[src/design/status_srq_map.svh]
`ifndef STATUS_SRQ_MAP_SVH
`define STATUS_SRQ_MAP_SVH

// ****************************************
// status byte field positions
// ****************************************
`define SB_ERROR_AVAIL  0
`define SB_PRINT_AVAIL  1
`define SB_LINE_SUM     2
`define SB_INTF_SUM     3
`define SB_MSG_AVAIL    4
`define SB_EVENT_SUM    5
`define SB_MASTER_SUM   6
`define SB_UNUSED       7

// ****************************************
// event status bits, group indices, reset values
// ****************************************
`define ESR_QUERY_ERR   2
`define GRP_LINE        0
`define GRP_INTF        1
`define GRP_COUNT       2
`define ENABLE_RESET    8'h00
`define FLAGS_RESET     8'h00
`define BYTE_ZERO       8'h00

`endif

[src/design/status_srq_pkg.sv]
package status_srq_pkg;

    typedef enum logic [4:0] {
        CMD_NONE     = 5'b00000,
        CMD_CLEAR    = 5'b00001,
        CMD_CLR_ERR  = 5'b00010,
        CMD_WR_SRE   = 5'b00011,
        CMD_WR_ESE   = 5'b00100,
        CMD_WR_LHE   = 5'b00101,
        CMD_WR_LLE   = 5'b00110,
        CMD_WR_IHE   = 5'b00111,
        CMD_WR_ILE   = 5'b01000,
        CMD_RD_STB   = 5'b01001,
        CMD_RD_ESR   = 5'b01010,
        CMD_RD_LINE  = 5'b01011,
        CMD_RD_LHIST = 5'b01100,
        CMD_RD_LLOSS = 5'b01101,
        CMD_RD_INTF  = 5'b01110,
        CMD_RD_IHIST = 5'b01111,
        CMD_RD_ILOSS = 5'b10000,
        CMD_RD_SRE   = 5'b10001,
        CMD_RD_ESE   = 5'b10010,
        CMD_RD_LHE   = 5'b10011,
        CMD_RD_LLE   = 5'b10100,
        CMD_RD_IHE   = 5'b10101,
        CMD_RD_ILE   = 5'b10110
    } cmd_t;

    typedef struct packed {
        logic       valid;
        cmd_t       code;
        logic [7:0] data;
    } cmd_req_t;

    typedef struct packed {
        logic [7:0] hist;
        logic [7:0] loss;
        logic [7:0] hist_en;
        logic [7:0] loss_en;
    } group_t;

endpackage

[src/design/status_reporting_srq.sv]
`timescale 1ns/10ps
`include "status_srq_map.svh"

// Contract
// RULE1: each group holds an 8-bit status register, one bit per event.
// RULE2: history bit sets on off-to-on change; loss bit on on-to-off change.
// RULE3: history and loss registers accumulate all changes between reads.
// RULE4: each group has 8-bit enable registers written by command.
// RULE5: group summary is OR of status bits ANDed with enables.
// RULE6: line and interface summaries OR enabled loss and enabled history terms.
// RULE7: clear-status clears all events, buffers and queues except output queue.
// RULE8: responses queue; serial sends at once, parallel waits for talker addressing.
// RULE9: status byte bit 4 is one while the output queue holds responses.
// RULE10: bit 1 is one while a printout waits; printouts enter only when remote.
// RULE11: error buffer keeps the latest error; command clears it; bit 0 flags it.
// RULE12: status byte bit 7 always reads zero.
// RULE13: bit 6 is request-service on serial poll, master summary on query.
// RULE14: master summary ORs enabled status bits; its own enable is fixed.
// RULE15: master summary becoming one asserts the service request line.
// RULE16: status byte bit 5 is one when an enabled standard event is set.
// RULE17: on the parallel bus no talker data until message-available is one.
// RULE18: interface summary at bit 3, line summary at bit 2.
// RULE19: status byte read returns the bits as a weighted binary integer.
// RULE20: reading the standard event register clears it.
// RULE21: 8-bit event enable; enabled set event forces event-summary bit.
// RULE22: history/loss read clears atomically; same-cycle events survive for next read.
// RULE23: all enable registers reset to zero.
module status_reporting_srq
    import status_srq_pkg::*;
#(
    parameter int QCOUNT_W = 4
) (
    input  wire logic       core_clk,
    input  wire logic       rst,
    input  wire cmd_req_t   cmd,
    input  wire logic       serial_poll,
    input  wire logic [7:0] line_level_pin,
    input  wire logic [7:0] intf_level_pin,
    input  wire logic [7:0] std_event,
    input  wire logic       resp_push,
    input  wire logic       resp_pop,
    input  wire logic       serial_mode,
    input  wire logic       talker_addressed,
    input  wire logic       print_push,
    input  wire logic       print_pop,
    input  wire logic       print_remote,
    input  wire logic       error_post,
    output logic            rsp_valid,
    output logic [7:0]      rsp_data,
    output logic            srq,
    output logic            talker_drive,
    output logic            serial_send
);

    // ****************************************
    // level synchronisers
    // ****************************************
    logic [7:0] line_meta, line_sync, line_prev;
    logic [7:0] intf_meta, intf_sync, intf_prev;

    always_ff @(posedge core_clk or posedge rst) begin
        if (rst) begin
            line_meta <= `FLAGS_RESET;
            line_sync <= `FLAGS_RESET;
            line_prev <= `FLAGS_RESET;
            intf_meta <= `FLAGS_RESET;
            intf_sync <= `FLAGS_RESET;
            intf_prev <= `FLAGS_RESET;
        end else begin
            line_meta <= line_level_pin;
            line_sync <= line_meta;
            line_prev <= line_sync;
            intf_meta <= intf_level_pin;
            intf_sync <= intf_meta;
            intf_prev <= intf_sync;
        end
    end

    // ****************************************
    // helpers
    // ****************************************
    function automatic logic masked_any(input logic [7:0] bits, input logic [7:0] en);
        masked_any = |(bits & en); // RULE5
    endfunction

    function automatic logic [7:0] accumulate(input logic [7:0] cur, input logic rd,
                                              input logic [7:0] ev);
        // new events are or-ed in after the clear so they survive the read
        accumulate = (rd ? `BYTE_ZERO : cur) | ev; // RULE3 RULE22
    endfunction

    // ****************************************
    // state
    // ****************************************
    group_t              grp [`GRP_COUNT];
    group_t              next_grp [`GRP_COUNT];
    logic [7:0]          level [`GRP_COUNT];
    logic [7:0]          rise [`GRP_COUNT];
    logic [7:0]          fall [`GRP_COUNT];
    logic [`GRP_COUNT-1:0] grp_sum;
    logic [7:0]          esr, next_esr, ese, next_ese, sre, next_sre;
    logic [QCOUNT_W-1:0] out_count, next_out_count, print_count, next_print_count;
    logic                error_held, next_error_held;
    logic                rqs, next_rqs, mss_q;
    logic                next_rsp_valid, next_talker_drive, next_serial_send;
    logic [7:0]          next_rsp_data, stb, base_stb;
    logic                mss, esb, clear_all;
    logic                rd_lhist, rd_lloss, rd_ihist, rd_iloss;

    assign level[`GRP_LINE] = line_sync;
    assign level[`GRP_INTF] = intf_sync;
    assign rise[`GRP_LINE]  = line_sync & ~line_prev; // RULE2
    assign fall[`GRP_LINE]  = ~line_sync & line_prev; // RULE2
    assign rise[`GRP_INTF]  = intf_sync & ~intf_prev;
    assign fall[`GRP_INTF]  = ~intf_sync & intf_prev;

    genvar g;
    generate
        for (g = 0; g < `GRP_COUNT; g++) begin : g_sum
            assign grp_sum[g] = masked_any(grp[g].hist, grp[g].hist_en)
                              | masked_any(grp[g].loss, grp[g].loss_en); // RULE6
        end
    endgenerate

    // ****************************************
    // status byte
    // ****************************************
    assign esb = masked_any(esr, ese); // RULE16 RULE21
    always_comb begin
        base_stb                  = `BYTE_ZERO; // RULE12
        base_stb[`SB_ERROR_AVAIL] = error_held; // RULE11
        base_stb[`SB_PRINT_AVAIL] = print_count != '0; // RULE10
        base_stb[`SB_LINE_SUM]    = grp_sum[`GRP_LINE]; // RULE18
        base_stb[`SB_INTF_SUM]    = grp_sum[`GRP_INTF]; // RULE18
        base_stb[`SB_MSG_AVAIL]   = out_count != '0; // RULE9
        base_stb[`SB_EVENT_SUM]   = esb;
        // sre bit 6 is held at zero, so master summary never feeds itself
        mss                       = masked_any(base_stb, sre); // RULE14
        stb                       = base_stb;
        stb[`SB_MASTER_SUM]       = mss;
    end

    assign clear_all = cmd.valid && cmd.code == CMD_CLEAR;
    assign rd_lhist  = cmd.valid && cmd.code == CMD_RD_LHIST;
    assign rd_lloss  = cmd.valid && cmd.code == CMD_RD_LLOSS;
    assign rd_ihist  = cmd.valid && cmd.code == CMD_RD_IHIST;
    assign rd_iloss  = cmd.valid && cmd.code == CMD_RD_ILOSS;

    // ****************************************
    // next state
    // ****************************************
    always_comb begin
        next_grp = grp;
        next_grp[`GRP_LINE].hist = accumulate(grp[`GRP_LINE].hist, rd_lhist | clear_all,
                                              rise[`GRP_LINE]); // RULE1 RULE7
        next_grp[`GRP_LINE].loss = accumulate(grp[`GRP_LINE].loss, rd_lloss | clear_all,
                                              fall[`GRP_LINE]);
        next_grp[`GRP_INTF].hist = accumulate(grp[`GRP_INTF].hist, rd_ihist | clear_all,
                                              rise[`GRP_INTF]);
        next_grp[`GRP_INTF].loss = accumulate(grp[`GRP_INTF].loss, rd_iloss | clear_all,
                                              fall[`GRP_INTF]);
        next_esr = accumulate(esr, clear_all || (cmd.valid && cmd.code == CMD_RD_ESR),
                              std_event); // RULE20
        if (resp_pop && out_count == '0) begin
            next_esr[`ESR_QUERY_ERR] = 1'b1;
        end
        next_ese = ese;
        next_sre = sre;
        next_rsp_valid = 1'b0;
        next_rsp_data  = `BYTE_ZERO;
        if (cmd.valid) begin
            next_rsp_valid = 1'b1;
            case (cmd.code)
                CMD_WR_SRE: begin
                    next_sre                 = cmd.data; // RULE4
                    next_sre[`SB_MASTER_SUM] = 1'b0; // RULE14
                    next_rsp_valid           = 1'b0;
                end
                CMD_WR_ESE: begin
                    next_ese       = cmd.data; // RULE21
                    next_rsp_valid = 1'b0;
                end
                CMD_WR_LHE: begin
                    next_grp[`GRP_LINE].hist_en = cmd.data; // RULE4
                    next_rsp_valid              = 1'b0;
                end
                CMD_WR_LLE: begin
                    next_grp[`GRP_LINE].loss_en = cmd.data;
                    next_rsp_valid              = 1'b0;
                end
                CMD_WR_IHE: begin
                    next_grp[`GRP_INTF].hist_en = cmd.data;
                    next_rsp_valid              = 1'b0;
                end
                CMD_WR_ILE: begin
                    next_grp[`GRP_INTF].loss_en = cmd.data;
                    next_rsp_valid              = 1'b0;
                end
                CMD_RD_STB:   next_rsp_data = stb; // RULE13 RULE19
                CMD_RD_ESR:   next_rsp_data = esr;
                CMD_RD_LINE:  next_rsp_data = level[`GRP_LINE];
                CMD_RD_LHIST: next_rsp_data = grp[`GRP_LINE].hist;
                CMD_RD_LLOSS: next_rsp_data = grp[`GRP_LINE].loss;
                CMD_RD_INTF:  next_rsp_data = level[`GRP_INTF];
                CMD_RD_IHIST: next_rsp_data = grp[`GRP_INTF].hist;
                CMD_RD_ILOSS: next_rsp_data = grp[`GRP_INTF].loss;
                CMD_RD_SRE:   next_rsp_data = sre;
                CMD_RD_ESE:   next_rsp_data = ese;
                CMD_RD_LHE:   next_rsp_data = grp[`GRP_LINE].hist_en;
                CMD_RD_LLE:   next_rsp_data = grp[`GRP_LINE].loss_en;
                CMD_RD_IHE:   next_rsp_data = grp[`GRP_INTF].hist_en;
                CMD_RD_ILE:   next_rsp_data = grp[`GRP_INTF].loss_en;
                default:      next_rsp_valid = 1'b0;
            endcase
        end
        if (serial_poll) begin
            // a poll in the same cycle as a command takes the answer slot
            next_rsp_valid                = 1'b1;
            next_rsp_data                 = stb;
            next_rsp_data[`SB_MASTER_SUM] = rqs; // RULE13
        end

        // output queue survives the clear-status command
        next_out_count = out_count;
        if (resp_push && !resp_pop && out_count != '1) begin
            next_out_count = out_count + 1'b1; // RULE8
        end else if (resp_pop && !resp_push && out_count != '0) begin
            next_out_count = out_count - 1'b1;
        end

        next_print_count = clear_all ? '0 : print_count; // RULE7
        if (print_pop && next_print_count != '0) begin
            next_print_count = next_print_count - 1'b1;
        end
        if (print_push && print_remote && next_print_count != '1) begin
            next_print_count = next_print_count + 1'b1; // RULE10
        end

        next_error_held = error_post
                        || (error_held && !clear_all
                            && !(cmd.valid && cmd.code == CMD_CLR_ERR)); // RULE11 RULE7

        // request-service is raised on the rising master summary, dropped by a poll
        next_rqs = (mss && !mss_q) || (rqs && !serial_poll && mss); // RULE15

        next_talker_drive = talker_addressed && !serial_mode && out_count != '0; // RULE17
        next_serial_send  = serial_mode && out_count != '0; // RULE8
    end

    // ****************************************
    // registers
    // ****************************************
    always_ff @(posedge core_clk or posedge rst) begin
        if (rst) begin
            for (int i = 0; i < `GRP_COUNT; i++) begin
                grp[i] <= '{`FLAGS_RESET, `FLAGS_RESET, `ENABLE_RESET, `ENABLE_RESET}; // RULE23
            end
            esr          <= `FLAGS_RESET;
            ese          <= `ENABLE_RESET;
            sre          <= `ENABLE_RESET;
            out_count    <= '0;
            print_count  <= '0;
            error_held   <= 1'b0;
            rqs          <= 1'b0;
            mss_q        <= 1'b0;
            rsp_valid    <= 1'b0;
            rsp_data     <= `BYTE_ZERO;
            srq          <= 1'b0;
            talker_drive <= 1'b0;
            serial_send  <= 1'b0;
        end else begin
            grp          <= next_grp;
            esr          <= next_esr;
            ese          <= next_ese;
            sre          <= next_sre;
            out_count    <= next_out_count;
            print_count  <= next_print_count;
            error_held   <= next_error_held;
            rqs          <= next_rqs;
            mss_q        <= mss;
            rsp_valid    <= next_rsp_valid;
            rsp_data     <= next_rsp_data;
            srq          <= next_rqs;
            talker_drive <= next_talker_drive;
            serial_send  <= next_serial_send;
        end
    end
endmodule

[config.mk]
export PLATFORM = sky130hd
export DESIGN_NAME = status_reporting_srq
export DESIGN_NICKNAME = d
export VERILOG_FILES = /design/src/design/status_srq_pkg.sv /design/src/design/status_reporting_srq.sv
export VERILOG_INCLUDE_DIRS = /design/src /design/src/design
export SDC_FILE = /design/constraint.sdc
export NUM_CORES = 1
export LEC_CHECK = 0
export BUFFER_PORTS_ARGS = -buffer_cell sky130_fd_sc_hd__buf_4
export CORE_AREA = 2 2 133 135
export CTS_CLUSTER_DIAMETER = 60
export DETAILED_ROUTE_END_ITERATION = 8
export DIE_AREA = 0 0 135 137
export MAX_ROUTING_LAYER = met4
export PLACE_DENSITY = 0.65
export SLEW_MARGIN = 0
export SYNTH_ARGS = -nofsm -noshare
export SYNTH_HDL_FRONTEND = slang
export SYNTH_SLANG_ARGS = --single-unit
[constraint.sdc]
create_clock -name core_clk -period 6.8 [get_ports core_clk]
set_input_delay 0.68 -clock core_clk [delete_from_list [all_inputs] [get_ports core_clk]]
set_output_delay 0.68 -clock core_clk [all_outputs]
set_load 0.02 [all_outputs]
# == After elaboration in Yosys (flattened, before gate mapping) ==
# Index checks and enable logic that the tools add are counted.
# op_classes
n_mux,17
reduce_logical,51
add_sub_neg,4
n_eq_ne,24
n_bitwise,25
# op_table
cell,n
8-bit case mux with 14 select lines,1
8-bit bitwise AND,9
8-bit 2-to-1 mux,7
8-bit OR reduction,6
5-bit by 4-bit equality test with 1-bit output (second input constant),8
8-bit bitwise OR,5
5-bit equality test (second input constant),7
8-bit NOT,4
1-bit logical AND,23
5-bit by 3-bit equality test with 1-bit output (second input constant),4
4-bit 2-to-1 mux,5
14-bit OR reduction,1
2-bit AND reduction,6
4-bit nonzero test,3
5-bit by 2-bit equality test with 1-bit output (second input constant),2
4-bit by 1-bit adder with 4-bit output (second input constant),2
6-bit by 8-bit bitwise AND with 8-bit output,1
4-bit != test (second input constant),2
4-bit by 1-bit subtractor with 4-bit output (second input constant),2
1-bit zero test,7
1-bit bitwise OR,6
5-bit by 1-bit equality test with 1-bit output (second input constant),1
4-bit zero test,1
1-bit 2-to-1 mux,4
2 further kinds,4
# totals
output_inout_bits,12
word_cells,147
input_bits,49
register_bits,157

# == Logic depth before layout (Yosys ltp) ==
# depth
depth_word,9
depth_mapped,13
ltp_nobuf,12

# == Worst setup path after synthesis ==
# OpenSTA, ideal clock, no wires.
# synth_timing
path_kind,input to register
start,input cmd[8] (netlist bit)
end,register print_count[1]
setup_ps,125
path_stages,13
setup_slack_ps,3485
required_time_ps,6675
arrival_ps,3190
path_cell_list,buf_4 nor3b_2 nand3_1 nand2_1 ha_1 inv_1 o31ai_1 a21oi_1 o21bai_1 ha_1 inv_1 o311a_4 mux2_4
# synth_via
elab_chain_len,9
elab_cells_between_ends,11
# synth_rtl
item,line_no,text
from (decl),status_reporting_srq.sv:35,"input wire cmd_req_t cmd,"
5-bit by 1-bit equality test with 1-bit output (*),status_reporting_srq.sv:143,assign clear_all = cmd.valid && cmd.code == CMD_CLEAR;
1-bit logical AND (*),status_reporting_srq.sv:143,
4-bit 2-to-1 mux (*),status_reporting_srq.sv:231,next_print_count = clear_all ? '0 : print_count;
"parallel branches: the longest is 2 deep, another holds 4-bit by 1-bit subtractor with 4-bit output",-,
4-bit 2-to-1 mux (*),status_reporting_srq.sv:232,if (print_pop && next_print_count != '0) begin
"parallel branches: the longest is 2 deep, another holds 4-bit by 1-bit adder with 4-bit output",-,
4-bit 2-to-1 mux (*),status_reporting_srq.sv:235,if (print_push && print_remote && next_print_count != '1) begin
named net next_print_count[1],status_reporting_srq.sv:102,"logic [QCOUNT_W-1:0] out_count, next_out_count, print_count, next_print_count;"
to (signal assigned),status_reporting_srq.sv:277,print_count <= next_print_count;
to (decl),status_reporting_srq.sv:102,
# Mark *: on every way through the listed nets, which the timed path passes.
# A chain may end at the register's enable or synchronous reset.

# == Final worst setup path ==
# Same ends and word-level chain as after synthesis.

==> results.yml <==
global_routing:
  grt_util_all_layers: 0.227
  grt_pass1_vias: 5232
  grt_max_degree: 84
  grt_pass1_wl_um: 30100
  grt_antenna_before_repair: 0
  grt_overflow_total: 0
floorplanning:
  core-area_mm2: 0.0171
  io_pins: 61
  placementRows: 48
  start_util: 0.391
  design.die.area_mm2: 0.0185
  die_h_um: 137
  die_x_um: 135
routing:
  wl_met2_um: 9320
  wl_um: 19300
  wl_per_cell_um: 22.7
  top_layer: "met4"
  antenna_left: 0
  vias: 5086
  post_drt_via_cell_ratio: 5.98
  drtIter0Drc: 543
  wl_met1_um: 8290
  drc_errors: 0
  dr_wl_met3_um: 1250
  first_pass_iters: 5
synth:
  syn_inst: 550
  synthArstFlopShare: 1.00
  synth-main-ff-cell: "dfrtp_1"
  yosys_warnings: 0
  postSynthAreaPerCell_um2: 12.1
  yosysUniqueCellTypes: 62
  ys_ff_latch: 157
  mappedNetlistNets: 604
  syn_area_mm2: 0.00666
  synth-seq-area-share: 0.590
  synth_edf_count: 0
setup_path:
  path_cells: "buf_4 -> nor3b_2 -> nand3_1 -> nand2_1 -> ha_1 -> inv_1 -> o31ai_1 -> a21oi_1 -> o21bai_1 -> ha_1 -> inv_1 -> o311a_4 -> mux2_4"
  r2r_slack_ns: 3.96
  cp_top_family: "compound AO/OA/AOI/OAI gates"
  arrival_ns: 3.89
  r2r_cells: 10
  critPathLaunchType: "primary input"
  worstPathRequired_ns: 7.11
  slowest_delay_ns: 0.45
  crit_buf_inv: 3
  cp_max_fo: 28
  end_kind: "register"
  cpMaxStageDelayCell: "o31ai_1"
  r2r_start: "print_count[0]$_DFF_PP0_"
  crit_type: "in2reg"
  timing.rr.end: "print_count[1]$_DFF_PP0_"
layout:
  final_common_cell: "dfrtp_1"
  nFillCells: 1585
  diodes: 0
  synthToLayoutAreaGrowth_pct: 19.2
  top_register: "grp"
  drive_gt1_frac: 0.242
  final_cell_mix: "dfrtp_1 (157), buf_4 (62), mux2_2 (48), nand2_1 (42), a22oi_1 (38)"
  finish.net_count: 666
  largest_register_ffs: 64
power_and_ir_drop:
  pwr-share-seq: 0.459
  p_leak_uw: 0.00355
  pwr-share-clk: 0.376
  p_comb_frac: 0.165
  peakVddDrop_mv: 0.181
  powerDensity_mw_per_mm2: 326
  p_sw_uw: 717
  p_sw_frac: 0.277
  p_int_uw: 1870
clock_tree:
  clk_transition_reported_paths_ns: 0.06
  cts_max_path_buffers: 2
  cts_tree: "done"
  clkSinkCount: 157
  h-tree-depth: 4
  post-cts-setup-buffers: 0
  cts_root_buffer: "clkbuf_16"
  cts_buffers: 17
  cts-hold-fix-buffers: 0
  cts_resized: 0
  clk_latency_ns: 0.43
timing:
  period_share: 0.527
  max_slew_margin: 0.159
  finalMaxSlewViolations: 0
  max_freq_ghz: 0.279
  setup_viol: 0
  hold_violations: 0
  fin_crit_ns: 3.59
  skew_ns: 0.0126
  fin_hold_ws_ns: 0.347
  fin_setup_tns_ns: 0
  tightest_slew_ns: 1.25
  grt_setup_unrepaired: "no"
outcome:
  status: "finished clean"
job:
  drv_cap: 0
placed_design:
  hpwlAfterDp_um: 14000
  place.gp.congestion: 0.964
  port_buffers: 60
min_path:
  min_path_type: "in2async"
routing by layer:
| metal | GRT usage | up-vias |
|---|---|---|
| met4 | 0.0845 | 0 |
| met3 | 0.0474 | 40 |
| met2 | 0.357 | 241 |
| met1 | 0.293 | 2621 |
| met5 | - | - |
| li1 | - | 2184 |
area by class of cell:
type | instances | area (µm²) | share of cell area
Inverter | 24 | 95.1 | 0.0120
Tap cell | 225 | 282 | 0.0354
Clock inverter | 10 | 135 | 0.0170
Multi-Input combinational cell | 350 | 2560 | 0.323
Timing Repair Buffer | 62 | 465 | 0.0586
Clock buffer | 22 | 474 | 0.0597
Sequential cell | 157 | 3930 | 0.495
metrics by stage:
step,power (µW),area (µm²),util,instances,setup slack (ns)
after floorplan,1450,6660,-,550,1.89
after global placement,1600,7330,0.430,818,3.14
after detailed placement,1620,7330,0.430,818,2.84
after CTS,2600,7940,0.466,850,3.30
after global routing,2710,7940,0.466,850,3.04
final,2590,7940,0.466,850,3.21
worst reg2reg max path, delay by kind of cell (launching register included):
kind | cells | cell delay, ns
compound gates | 4 | 1.22
buf+inv | 2 | 0.15
simple gates | 1 | 0.13
fa+ha+maj | 2 | 0.48
mux | 1 | 0.30
flops | 1 | 0.46
how the worst max path moves through the flow:
stage | from | endpoint | cells after the start
after global routing | cmd[8] | print_count[1]$_DFF_PP0_ | 13
after floorplan | rst | error_held$_DFF_PP0_ | 1
final | cmd[8] | print_count[1]$_DFF_PP0_ | 13
after detailed placement | cmd[8] | print_count[1]$_DFF_PP0_ | 13
after global placement | cmd[8] | print_count[1]$_DFF_PP0_ | 13
after CTS | cmd[8] | print_count[1]$_DFF_PP0_ | 13
cell usage after synthesis (7+ instances only):
master / count / area share
o21ai_0: 30 / 0.023
a21o_1: 8 / 0.0090
a221oi_1: 9 / 0.012
nand2_1: 42 / 0.024
a22o_1: 25 / 0.033
dfrtp_1: 157 / 0.59
a21oi_1: 12 / 0.0090
mux2_2: 48 / 0.081
clkbuf_1: 12 / 0.0068
nand4_1: 7 / 0.0066
nor2_1: 14 / 0.0079
inv_1: 24 / 0.014
and3_1: 8 / 0.0075
a22oi_1: 38 / 0.043
nand3_1: 15 / 0.011
nor4_1: 9 / 0.0085
nand2b_1: 9 / 0.0085
power groups by stage:
stage / combinational (µW) / clock (µW) / sequential, µW
3_3_place_gp: 405 / 0 / 1190
5_1_grt: 472 / 1030 / 1200
3_5_place_dp: 425 / 0 / 1200
6_report: 426 / 972 / 1190
4_1_cts: 427 / 992 / 1180
2_1_floorplan: 288 / 0 / 1160
kinds of logic after synthesis:
| kind of cell | Yosys count | synth area share |
|---|---|---|
| AOI/OAI and AO/OA | 151 | 0.166 |
| xor gates and xnor gates | 5 | 0.00657 |
| adders and majority gates | 5 | 0.0105 |
| buffers and inverters | 43 | 0.0257 |
| DFF | 157 | 0.590 |
| muxes | 55 | 0.0924 |
| and+or+nand+nor | 134 | 0.109 |
(Power assumes the default switching activity.)
